## config.mk

```make
export PLATFORM = sky130hd
export DESIGN_NAME = acf_flow_ctrl
export DESIGN_NICKNAME = d
export VERILOG_FILES = /design/src/design/acf_pkg.sv /design/src/design/acf_sync.sv /design/src/design/acf_req_sel.sv /design/src/design/acf_flow_ctrl.sv
export VERILOG_INCLUDE_DIRS = /design/src /design/src/design
export SDC_FILE = /design/constraint.sdc
export NUM_CORES = 1
export LEC_CHECK = 0
export ABC_AREA = 0
export BUFFER_PORTS_ARGS = -buffer_cell sky130_fd_sc_hd__buf_2
export CORE_MARGIN = 2
export CORE_UTILIZATION = 50
export CTS_BUF_LIST = sky130_fd_sc_hd__clkbuf_4 sky130_fd_sc_hd__clkbuf_8
export CTS_CLUSTER_DIAMETER = 40
export DETAILED_ROUTE_END_ITERATION = 12
export HOLD_SLACK_MARGIN = 0.1
export PLACE_DENSITY_LB_ADDON = 0.2
export SLEW_MARGIN = 20
export SYNTH_ARGS = -nofsm -noshare
export SYNTH_HDL_FRONTEND = slang
export SYNTH_SLANG_ARGS = --single-unit
```

## constraint.sdc

```tcl
create_clock -name clk -period 5.8 [get_ports clk]
set_input_delay 0.29 -clock clk [delete_from_list [all_inputs] [get_ports clk]]
set_output_delay 0.29 -clock clk [all_outputs]
set_load 0.05 [all_outputs]
```

## src/design/acf_defs.svh

```systemverilog
// register offsets, field positions, reset values and timing counts
`ifndef ACF_DEFS_SVH
`define ACF_DEFS_SVH
`define ACF_ADDR_W 4
`define ACF_OFS_CTL1 4'h1
`define ACF_OFS_FLOW 4'h4
`define ACF_OFS_MODE 4'h5
`define ACF_OFS_CMD 4'h6
`define ACF_OFS_STAT 4'h7
`define ACF_B_LIST 7
`define ACF_B_RES 6
`define ACF_B_SACC 5
`define ACF_B_AUTO 4
`define ACF_B_ABORT 0
`define ACF_B_GO 1
`define ACF_B_RST 2
`define ACF_B_LOAD_OK 3
`define ACF_B_FMODE 0
`define ACF_B_ACC_LO 4
`define ACF_CTL1_RST 8'h00
`define ACF_CMD_RST 8'h00
`define ACF_ACC_BUS 2'h1
`define ACF_ACC_INT 2'h2
`define ACF_ABORT_CYC 4'h4
`define ACF_RESTART_CYC 4'h4
`define ACF_CONV_CYC 8'h20
`define ACF_LIST_LEN 3'h4
`endif

```

## src/design/acf_pkg.sv

```systemverilog
// types for the conversion flow control block
package acf_pkg;
  typedef struct packed {
    logic abort;
    logic go;
    logic restart;
    logic load_ok;
  } acf_req_s;
  typedef enum logic [4:0] {
    ST_IDLE = 5'h01,
    ST_RESTART = 5'h02,
    ST_ARMED = 5'h04,
    ST_CONV = 5'h08,
    ST_ABORT = 5'h10
  } acf_state_e;
endpackage : acf_pkg

```

## src/design/acf_sync.sv

```systemverilog
// three-stage pin synchroniser with agreement filter
`timescale 1ns/10ps
`default_nettype none
module acf_sync (
  input wire logic clk,
  input wire logic srst,
  input wire logic ce,
  input wire logic din,
  output logic dout
);
  logic s1;
  logic s2;
  logic s3;
  always_ff @(posedge clk) begin
    if (srst) begin
      s1 <= 1'b0;
      s2 <= 1'b0;
      s3 <= 1'b0;
      dout <= 1'b0;
    end else if (ce) begin
      s1 <= din;
      s2 <= s1;
      s3 <= s2;
      if (s2 == s3) begin
        dout <= s3;
      end
    end
  end
endmodule : acf_sync
`default_nettype wire

```

## src/design/acf_req_sel.sv

```systemverilog
// merges bus and internal requests under the access select field
`timescale 1ns/10ps
`default_nettype none
module acf_req_sel (
  input wire logic [1:0] acc_sel,
  input wire acf_pkg::acf_req_s bus_req,
  input wire acf_pkg::acf_req_s int_req,
  output acf_pkg::acf_req_s req
);
  logic bus_en;
  logic int_en;
  always_comb begin
    bus_en = acc_sel[0];
    int_en = acc_sel[1];
    req.abort = (bus_en & bus_req.abort) | (int_en & int_req.abort);
    req.go = (bus_en & bus_req.go) | (int_en & int_req.go);
    req.restart = (bus_en & bus_req.restart) | (int_en & int_req.restart);
    req.load_ok = (bus_en & bus_req.load_ok) | (int_en & int_req.load_ok);
  end
endmodule : acf_req_sel
`default_nettype wire

```

## src/design/acf_flow_ctrl.sv

```systemverilog
// converter flow control: control register, request sequencing, avalon slave
//
// Contract
// - list and result buffer mode bits take writes only while the converter is off or special access is set.
// - special access is writable only in special mode and clears itself when special mode ends.
// - with special access clear the per-bit write limits apply, with it set they are lifted.
// - with special access set the current command register is writable until its conversion starts.
// - auto restart is writable anytime and, when set, makes a restart on exit from stop or halted wait.
// - list buffer mode selects one command list (0) or two double-buffered lists (1).
// - result buffer mode selects one result list (0) or two double-buffered lists (1).
// - requests are taken from the bus, the internal interface or both as the access select says.
// - flow runs from abort, go, restart and load ok requests in trigger mode or restart mode.
// - a restart and a trigger, in turn or together by mode, start conversion from list a.
// - load ok with the restart then a trigger starts conversion from list b.
// - an abort request stops any sequence and clears only once the converter is idle.
// - restart request clears when the restart ends, then a trigger starts from the list top.
`include "acf_defs.svh"
`timescale 1ns/10ps
`default_nettype none
module acf_flow_ctrl (
  input wire logic clk,
  input wire logic srst,
  input wire logic ce,
  input wire logic [3:0] avs_address,
  input wire logic avs_read,
  input wire logic avs_write,
  input wire logic [7:0] avs_writedata,
  output logic [7:0] avs_readdata,
  output logic avs_waitrequest,
  input wire logic special_mode_pin,
  input wire logic stop_exit_pin,
  input wire logic wait_exit_pin,
  input wire logic wait_halt,
  input wire logic conv_on,
  input wire logic int_abort,
  input wire logic int_go,
  input wire logic int_restart,
  input wire logic int_load_ok,
  output logic list_buffer_mode,
  output logic result_buffer_mode,
  output logic converting,
  output logic active_list_b,
  output logic [2:0] cmd_index,
  output logic [7:0] current_command_reg
);
  logic special_access;
  logic auto_restart_after_stop;
  logic [1:0] flow_access_select;
  logic restart_mode;
  logic abort_request;
  logic restart_request;
  logic conversion_go_request;
  logic load_ok;
  logic special_mode;
  logic stop_exit;
  logic wait_exit;
  logic stop_exit_d;
  logic wait_exit_d;
  logic auto_ev;
  logic wr_acc;
  logic rd_acc;
  logic bus_busy;
  logic [7:0] ctl1_rst;
  logic cmd_started;
  logic [7:0] cnt;
  acf_pkg::acf_state_e state;
  acf_pkg::acf_req_s bus_req;
  acf_pkg::acf_req_s int_req;
  acf_pkg::acf_req_s req;

  ////////////////////////////////////////////////////////////////////////////////
  // pin synchronisers and request merge
  acf_sync u_sync_smod (
    .clk(clk),
    .srst(srst),
    .ce(ce),
    .din(special_mode_pin),
    .dout(special_mode)
  );
  acf_sync u_sync_stop (
    .clk(clk),
    .srst(srst),
    .ce(ce),
    .din(stop_exit_pin),
    .dout(stop_exit)
  );
  acf_sync u_sync_wait (
    .clk(clk),
    .srst(srst),
    .ce(ce),
    .din(wait_exit_pin),
    .dout(wait_exit)
  );

  always_comb begin
    bus_req.abort = wr_acc && avs_address == `ACF_OFS_FLOW && avs_writedata[`ACF_B_ABORT];
    bus_req.go = wr_acc && avs_address == `ACF_OFS_FLOW && avs_writedata[`ACF_B_GO];
    bus_req.restart = wr_acc && avs_address == `ACF_OFS_FLOW && avs_writedata[`ACF_B_RST];
    bus_req.load_ok = wr_acc && avs_address == `ACF_OFS_FLOW && avs_writedata[`ACF_B_LOAD_OK];
    int_req.abort = int_abort;
    int_req.go = int_go;
    int_req.restart = int_restart;
    int_req.load_ok = int_load_ok;
  end

  acf_req_sel u_req_sel (
    .acc_sel(flow_access_select),
    .bus_req(bus_req),
    .int_req(int_req),
    .req(req)
  );

  ////////////////////////////////////////////////////////////////////////////////
  // avalon slave: one wait cycle, answer on the second edge
  // waitrequest is its own flop, high while idle, low for the answer cycle
  always_ff @(posedge clk) begin
    if (srst) begin
      avs_waitrequest <= 1'b1;
    end else if (ce) begin
      if ((avs_read || avs_write) && avs_waitrequest) begin
        avs_waitrequest <= 1'b0;
      end else begin
        avs_waitrequest <= 1'b1;
      end
    end
  end

  always_comb begin
    bus_busy = !avs_waitrequest;
    wr_acc = avs_write && bus_busy && ce;
    rd_acc = avs_read && !bus_busy && ce;
    ctl1_rst = `ACF_CTL1_RST;
  end

  always_ff @(posedge clk) begin
    if (srst) begin
      avs_readdata <= 8'h00;
    end else if (rd_acc) begin
      case (avs_address)
        `ACF_OFS_CTL1: avs_readdata <= {list_buffer_mode, result_buffer_mode,
                                        special_access, auto_restart_after_stop, 4'h0};
        `ACF_OFS_FLOW: avs_readdata <= {4'h0, load_ok, restart_request,
                                        conversion_go_request, abort_request};
        `ACF_OFS_MODE: avs_readdata <= {2'h0, flow_access_select, 3'h0, restart_mode};
        `ACF_OFS_CMD: avs_readdata <= current_command_reg;
        `ACF_OFS_STAT: avs_readdata <= {3'h0, state};
        default: avs_readdata <= 8'h00;
      endcase
    end
  end

  ////////////////////////////////////////////////////////////////////////////////
  // control register one
  always_ff @(posedge clk) begin
    if (srst) begin
      // reset values are picked from the register's reset word
      list_buffer_mode <= ctl1_rst[`ACF_B_LIST];
      result_buffer_mode <= ctl1_rst[`ACF_B_RES];
      auto_restart_after_stop <= ctl1_rst[`ACF_B_AUTO];
    end else if (ce && wr_acc && avs_address == `ACF_OFS_CTL1) begin
      auto_restart_after_stop <= avs_writedata[`ACF_B_AUTO];
      if (!conv_on || special_access) begin
        list_buffer_mode <= avs_writedata[`ACF_B_LIST];
        result_buffer_mode <= avs_writedata[`ACF_B_RES];
      end
    end
  end

  always_ff @(posedge clk) begin
    if (srst) begin
      special_access <= ctl1_rst[`ACF_B_SACC];
    end else if (ce) begin
      if (!special_mode) begin
        special_access <= 1'b0;
      end else if (wr_acc && avs_address == `ACF_OFS_CTL1) begin
        special_access <= avs_writedata[`ACF_B_SACC];
      end
    end
  end

  always_ff @(posedge clk) begin
    if (srst) begin
      flow_access_select <= `ACF_ACC_BUS;
      restart_mode <= 1'b0;
    end else if (ce && wr_acc && avs_address == `ACF_OFS_MODE) begin
      flow_access_select <= avs_writedata[`ACF_B_ACC_LO +: 2];
      restart_mode <= avs_writedata[`ACF_B_FMODE];
    end
  end

  // current command: debug write while its conversion has not started
  always_ff @(posedge clk) begin
    if (srst) begin
      current_command_reg <= `ACF_CMD_RST;
    end else if (ce && wr_acc && avs_address == `ACF_OFS_CMD) begin
      if (special_access && !cmd_started) begin
        current_command_reg <= avs_writedata;
      end
    end
  end

  ////////////////////////////////////////////////////////////////////////////////
  // automatic restart on exit from stop or halted wait
  always_ff @(posedge clk) begin
    if (srst) begin
      stop_exit_d <= 1'b0;
      wait_exit_d <= 1'b0;
      auto_ev <= 1'b0;
    end else if (ce) begin
      stop_exit_d <= stop_exit;
      wait_exit_d <= wait_exit;
      auto_ev <= auto_restart_after_stop &&
                 ((stop_exit && !stop_exit_d) || (wait_exit && !wait_exit_d && wait_halt));
    end
  end

  ////////////////////////////////////////////////////////////////////////////////
  // request bits: set by one, cleared by the device (load ok is only reloaded on each restart); set wins over clear
  always_ff @(posedge clk) begin
    if (srst) begin
      abort_request <= 1'b0;
    end else if (ce) begin
      if (req.abort) begin
        abort_request <= 1'b1;
      end else if (state == acf_pkg::ST_ABORT && cnt == 8'h00) begin
        abort_request <= 1'b0;
      end
    end
  end

  always_ff @(posedge clk) begin
    if (srst) begin
      restart_request <= 1'b0;
      load_ok <= 1'b0;
    end else if (ce) begin
      if (req.restart || auto_ev) begin
        restart_request <= 1'b1;
        load_ok <= req.load_ok;
      end else if (state == acf_pkg::ST_RESTART && cnt == 8'h00) begin
        restart_request <= 1'b0;
      end
    end
  end

  always_ff @(posedge clk) begin
    if (srst) begin
      conversion_go_request <= 1'b0;
    end else if (ce) begin
      if (req.go && !abort_request) begin
        conversion_go_request <= 1'b1;
      end else if (state == acf_pkg::ST_ARMED || state == acf_pkg::ST_CONV) begin
        conversion_go_request <= 1'b0;
      end
    end
  end

  ////////////////////////////////////////////////////////////////////////////////
  // sequencer
  always_ff @(posedge clk) begin
    if (srst) begin
      state <= acf_pkg::ST_IDLE;
      cnt <= 8'h00;
      cmd_index <= 3'h0;
      cmd_started <= 1'b0;
      active_list_b <= 1'b0;
      converting <= 1'b0;
    end else if (ce) begin
      case (state)
        acf_pkg::ST_IDLE: begin
          converting <= 1'b0;
          if (abort_request) begin
            state <= acf_pkg::ST_ABORT;
            cnt <= {4'h0, `ACF_ABORT_CYC};
          end else if (restart_request) begin
            state <= acf_pkg::ST_RESTART;
            cnt <= {4'h0, `ACF_RESTART_CYC};
          end
        end
        acf_pkg::ST_RESTART: begin
          if (abort_request) begin
            state <= acf_pkg::ST_ABORT;
            cnt <= {4'h0, `ACF_ABORT_CYC};
          end else if (cnt == 8'h00) begin
            cmd_index <= 3'h0;
            // list b only when double buffered and load ok came with the restart
            active_list_b <= list_buffer_mode && load_ok;
            state <= acf_pkg::ST_ARMED;
          end else begin
            cnt <= cnt - 8'h01;
          end
        end
        acf_pkg::ST_ARMED: begin
          // restart mode runs straight on; trigger mode waits for go
          if (abort_request) begin
            state <= acf_pkg::ST_ABORT;
            cnt <= {4'h0, `ACF_ABORT_CYC};
          end else if (restart_mode || conversion_go_request) begin
            state <= acf_pkg::ST_CONV;
            cnt <= `ACF_CONV_CYC;
            cmd_started <= 1'b1;
            converting <= 1'b1;
          end
        end
        acf_pkg::ST_CONV: begin
          if (abort_request) begin
            state <= acf_pkg::ST_ABORT;
            cnt <= {4'h0, `ACF_ABORT_CYC};
            converting <= 1'b0;
            cmd_started <= 1'b0;
          end else if (cnt == 8'h00) begin
            cmd_started <= 1'b0;
            if (cmd_index == `ACF_LIST_LEN - 3'h1) begin
              converting <= 1'b0;
              state <= acf_pkg::ST_IDLE;
            end else begin
              cmd_index <= cmd_index + 3'h1;
              state <= acf_pkg::ST_ARMED;
            end
          end else begin
            cnt <= cnt - 8'h01;
          end
        end
        acf_pkg::ST_ABORT: begin
          converting <= 1'b0;
          if (cnt == 8'h00) begin
            state <= acf_pkg::ST_IDLE;
          end else begin
            cnt <= cnt - 8'h01;
          end
        end
        default: begin
          state <= acf_pkg::ST_IDLE;
        end
      endcase
    end
  end
endmodule : acf_flow_ctrl
`default_nettype wire

```

==> results by group <==
Run status
  • Status: complete, no violations

GRT
  • Largest net degree at the start of global routing: 70
  • Vias in the first global route: 2,730
  • Gr usage total: 22.5%
  • Grt total ovfl: 0
  • Initial antenna violation count: 0
  • First-pass GRT wire length: ~13,000 µm

Cells and area
  • Proportion of layout cells with a drive suffix above 1: 18.8%
  • Ant. Diodes: 0
  • Core Util, Final: between 50 and 60%
  • Nets@finish: 434
  • Filler cells: 584
  • Finished Cell Area: 3690 µm²
  • Most frequent cells in the layout: dfxtp_1 (62), nor2_1 (50), buf_2 (49)
  • Most common cell after layout, fill and taps aside: dfxtp_1
  • Area Growth Syn to Fin: 15.9%

Critical path
  • Worst r2r dst: cnt[1]
  • Worst endpoint required time: 6.00 ns
  • Worst stage delay on the critical path: 0.71 ns
  • Crit-path cells: nor3b_1 -> o21ai_0 -> o211a_1 -> a21boi_0 -> o32ai_1
  • Crit path capture type: register
  • Worst reg-to-reg path cell count: 5
  • Crit path DAT: around 2.5 ns
  • Critical path origin: state[2]
  • Slowest cell on the critical path: dfxtp_1
  • WS Path Type: register to register
  • Critical path launch point type: register
  • CP top delay family: compound AO/OA/AOI/OAI gates
  • Buf+Inv Stages, Crit Path: 0
  • CP Max Fanout: 21
  • Slack of the worst reg-to-reg path: 3.46 ns
  • FF-to-FF Start: state[2]

Timing
  • Hold Vio Cnt, Final: 0
  • Final Critical Period: 2.34 ns
  • Fin Hold WS: 0.194 ns
  • Max frequency: 428 MHz
  • Setup Skew: 0.0142 ns
  • Setup_tns: 0 ns
  • RSZ-0062 raised after global routing: no
  • Worst-Margin Slew: 0.707 ns
  • Slew Viols, Final: 0
  • Period utilisation layout: between 40% and 50%
  • Slew HR: a little over half
  • Final setup violation count: 0

Hold path
  • Path category of the worst min-delay check: input pin to register
  • Hold path startpoint: avs_writedata[4]
  • Hold depth: 2
  • Hold EP: flow_access_select[0]

Drt
  • Post-route DRC: 0
  • Routed WL per cell: around 16 µm
  • Final wirelength: about 7600 µm
  • 1st-iter DRT viols: 242
  • Post-route antenna net violation count: 0
  • Vias/cell: 5.81
  • Detailed Routing Iterations Pass 1: 4
  • Vias: 2,822

Clocking
  • CTS buffer count: 9
  • Clk root buf: clkbuf_8
  • H-tree Lvls: 3
  • Post-CTS Setup Inserts: 0
  • TritonCTS clock tree: yes
  • Cells resized by post-CTS repair: 0
  • Sink Count: 62
  • Max clock buf depth: 2
  • Clock slew at reported path FFs: 0.07 ns
  • Skew-Pair Late Insertion Delay: 0.34 ns
  • CTS Hold Buffers Added: 0

Floorplanning
  • Num ports: 50
  • Die Footprint: around 7000 µm²
  • Starting Density: 50.9%
  • Die height: 83.7 µm
  • Total core area: 6240 µm²
  • # rows: 29
  • Die Width: 83.7 µm

Pwr
  • Static leakage: 0.00155 µW
  • PD cells: between 200 and 300 nW/µm²
  • Max rail drop VDD: 0.191 mV

Logic synthesis
  • Syn Inst Count: 364
  • Largest family of logic cells by synthesized area: compound AO/OA/AOI/OAI gates
  • Post-synth EDFFs: 0
  • Register area share after synthesis: 39.0%
  • Compound-Gate Fraction of Synth Area: 22.4%
  • Post-Synth Adder-Cell Area: under 10%
  • Async SR Flop Fraction: 0%
  • Syn_area_per_cell: 8.73 µm²
  • Netlist cell types: between 50 and 60
  • Syn nets: approximately 390
  • XOR/XNOR Fraction of Synth Area: 0.826%
  • Synthesized area: 3180 µm²
  • Top_reg_cell synth: dfxtp_1
  • Post-synthesis mux area share: 10.5%
  • Synth Register Bits: 62
  • Post-Synth Simple-Gate Area: about a fifth
  • Yosys Warn Count: 0

Placement
  • Final GP Congestion: 0.821
  • Hpwl dp: ~5300 µm
  • Port Buf Inserts: 49
  • Cell Area, Placed: roughly 3400 µm²

Flow run
  • Max cap viols: 0
report_power, final:
group	internal, µW	leakage [µW]	total (µW)	switching (µW)
Sequential	432	0.000501	442	10.1
Clock	300	0.000125	469	169
Combinational	38.3	0.000921	100	61.8
Total	770	0.00155	1010	241
layout make-up:
type / instances / area [µm²] / share of cell area, %
clock buffers: 12 / 146 / 3.97
clock inverters: 4 / 95.1 / 2.58
inverters: 16 / 60.1 / 1.63
multi-input cells: 265 / 1790 / 48.7
flip-flops and latches: 62 / 1240 / 33.7
well taps: 77 / 96.3 / 2.61
repair buffers: 50 / 253 / 6.86
how the worst max path moves through the flow:
| stage | slack (ns) | endpoint | depth (start not counted) |
|---|---|---|---|
| after floorplan | 3.76 | cmd_index[0] | 5 |
| after global placement | 3.44 | active_list_b | 6 |
| after detailed placement | 3.44 | result_buffer_mode | 6 |
| after CTS | 3.51 | cnt[1] | 5 |
| after global routing | 3.34 | cnt[1] | 5 |
| final | 3.46 | cnt[1] | 5 |
stage by stage:
stage | setup WS [ns] | power [µW] | cells
3_5_place_dp | 3.44 | 550 | 470
6_report | 3.46 | 1010 | 486
5_1_grt | 3.34 | 1050 | 486
3_3_place_gp | 3.44 | 549 | 470
4_1_cts | 3.51 | 1020 | 486
2_1_floorplan | 3.76 | 524 | 364
cell usage after synthesis (3+ instances only):
cell      number  area [µm²]
dfxtp_1       62        1240
nor2_1        50         188
mux2i_1       31         310
nand2_1       24        90.1
a21oi_1       20         100
o21ai_0       18        90.1
inv_1         16        60.1
clkbuf_1      13        48.8
nand2b_1      11        68.8
a22oi_1        9        67.6
nand3_1        8        40.0
o32ai_1        6        52.6
nor3_1         5        25.0
or3_1          5        31.3
or4_1          5        37.5
a211oi_1       4        30.0
a22o_1         4        35.0
buf_1          4        15.0
buf_2          4        20.0
ha_1           4        50.1
o31ai_1        4        30.0
a21boi_0       3        22.5
a21o_1         3        22.5
a221oi_1       3        26.3
and3_1         3        18.8
nand3b_1       3        22.5
nor2b_1        3        18.8
nor4_1         3        18.8
o211a_1        3        30.0
o22ai_1        3        18.8
xor2_1         3        26.3
layer usage:
layer	global-route usage [%]	wire length, µm
met5	0	0
met4	7.92	124
met3	5.44	333
met2	37.2	3660
met1	28.7	3530
logic make-up (layout without fill, tap and decap cells):
kind of cell	count (synthesis)	in the layout
adder cells (fa/ha/maj)	4	4
multiplexers	32	32
buffers and inverters	37	82
flip-flops	62	62
AO/OA/AOI/OAI	96	96
AND/OR/NAND/NOR	130	130
XOR/XNOR	3	3
Note: power is estimated with default switching activity, not from simulation.
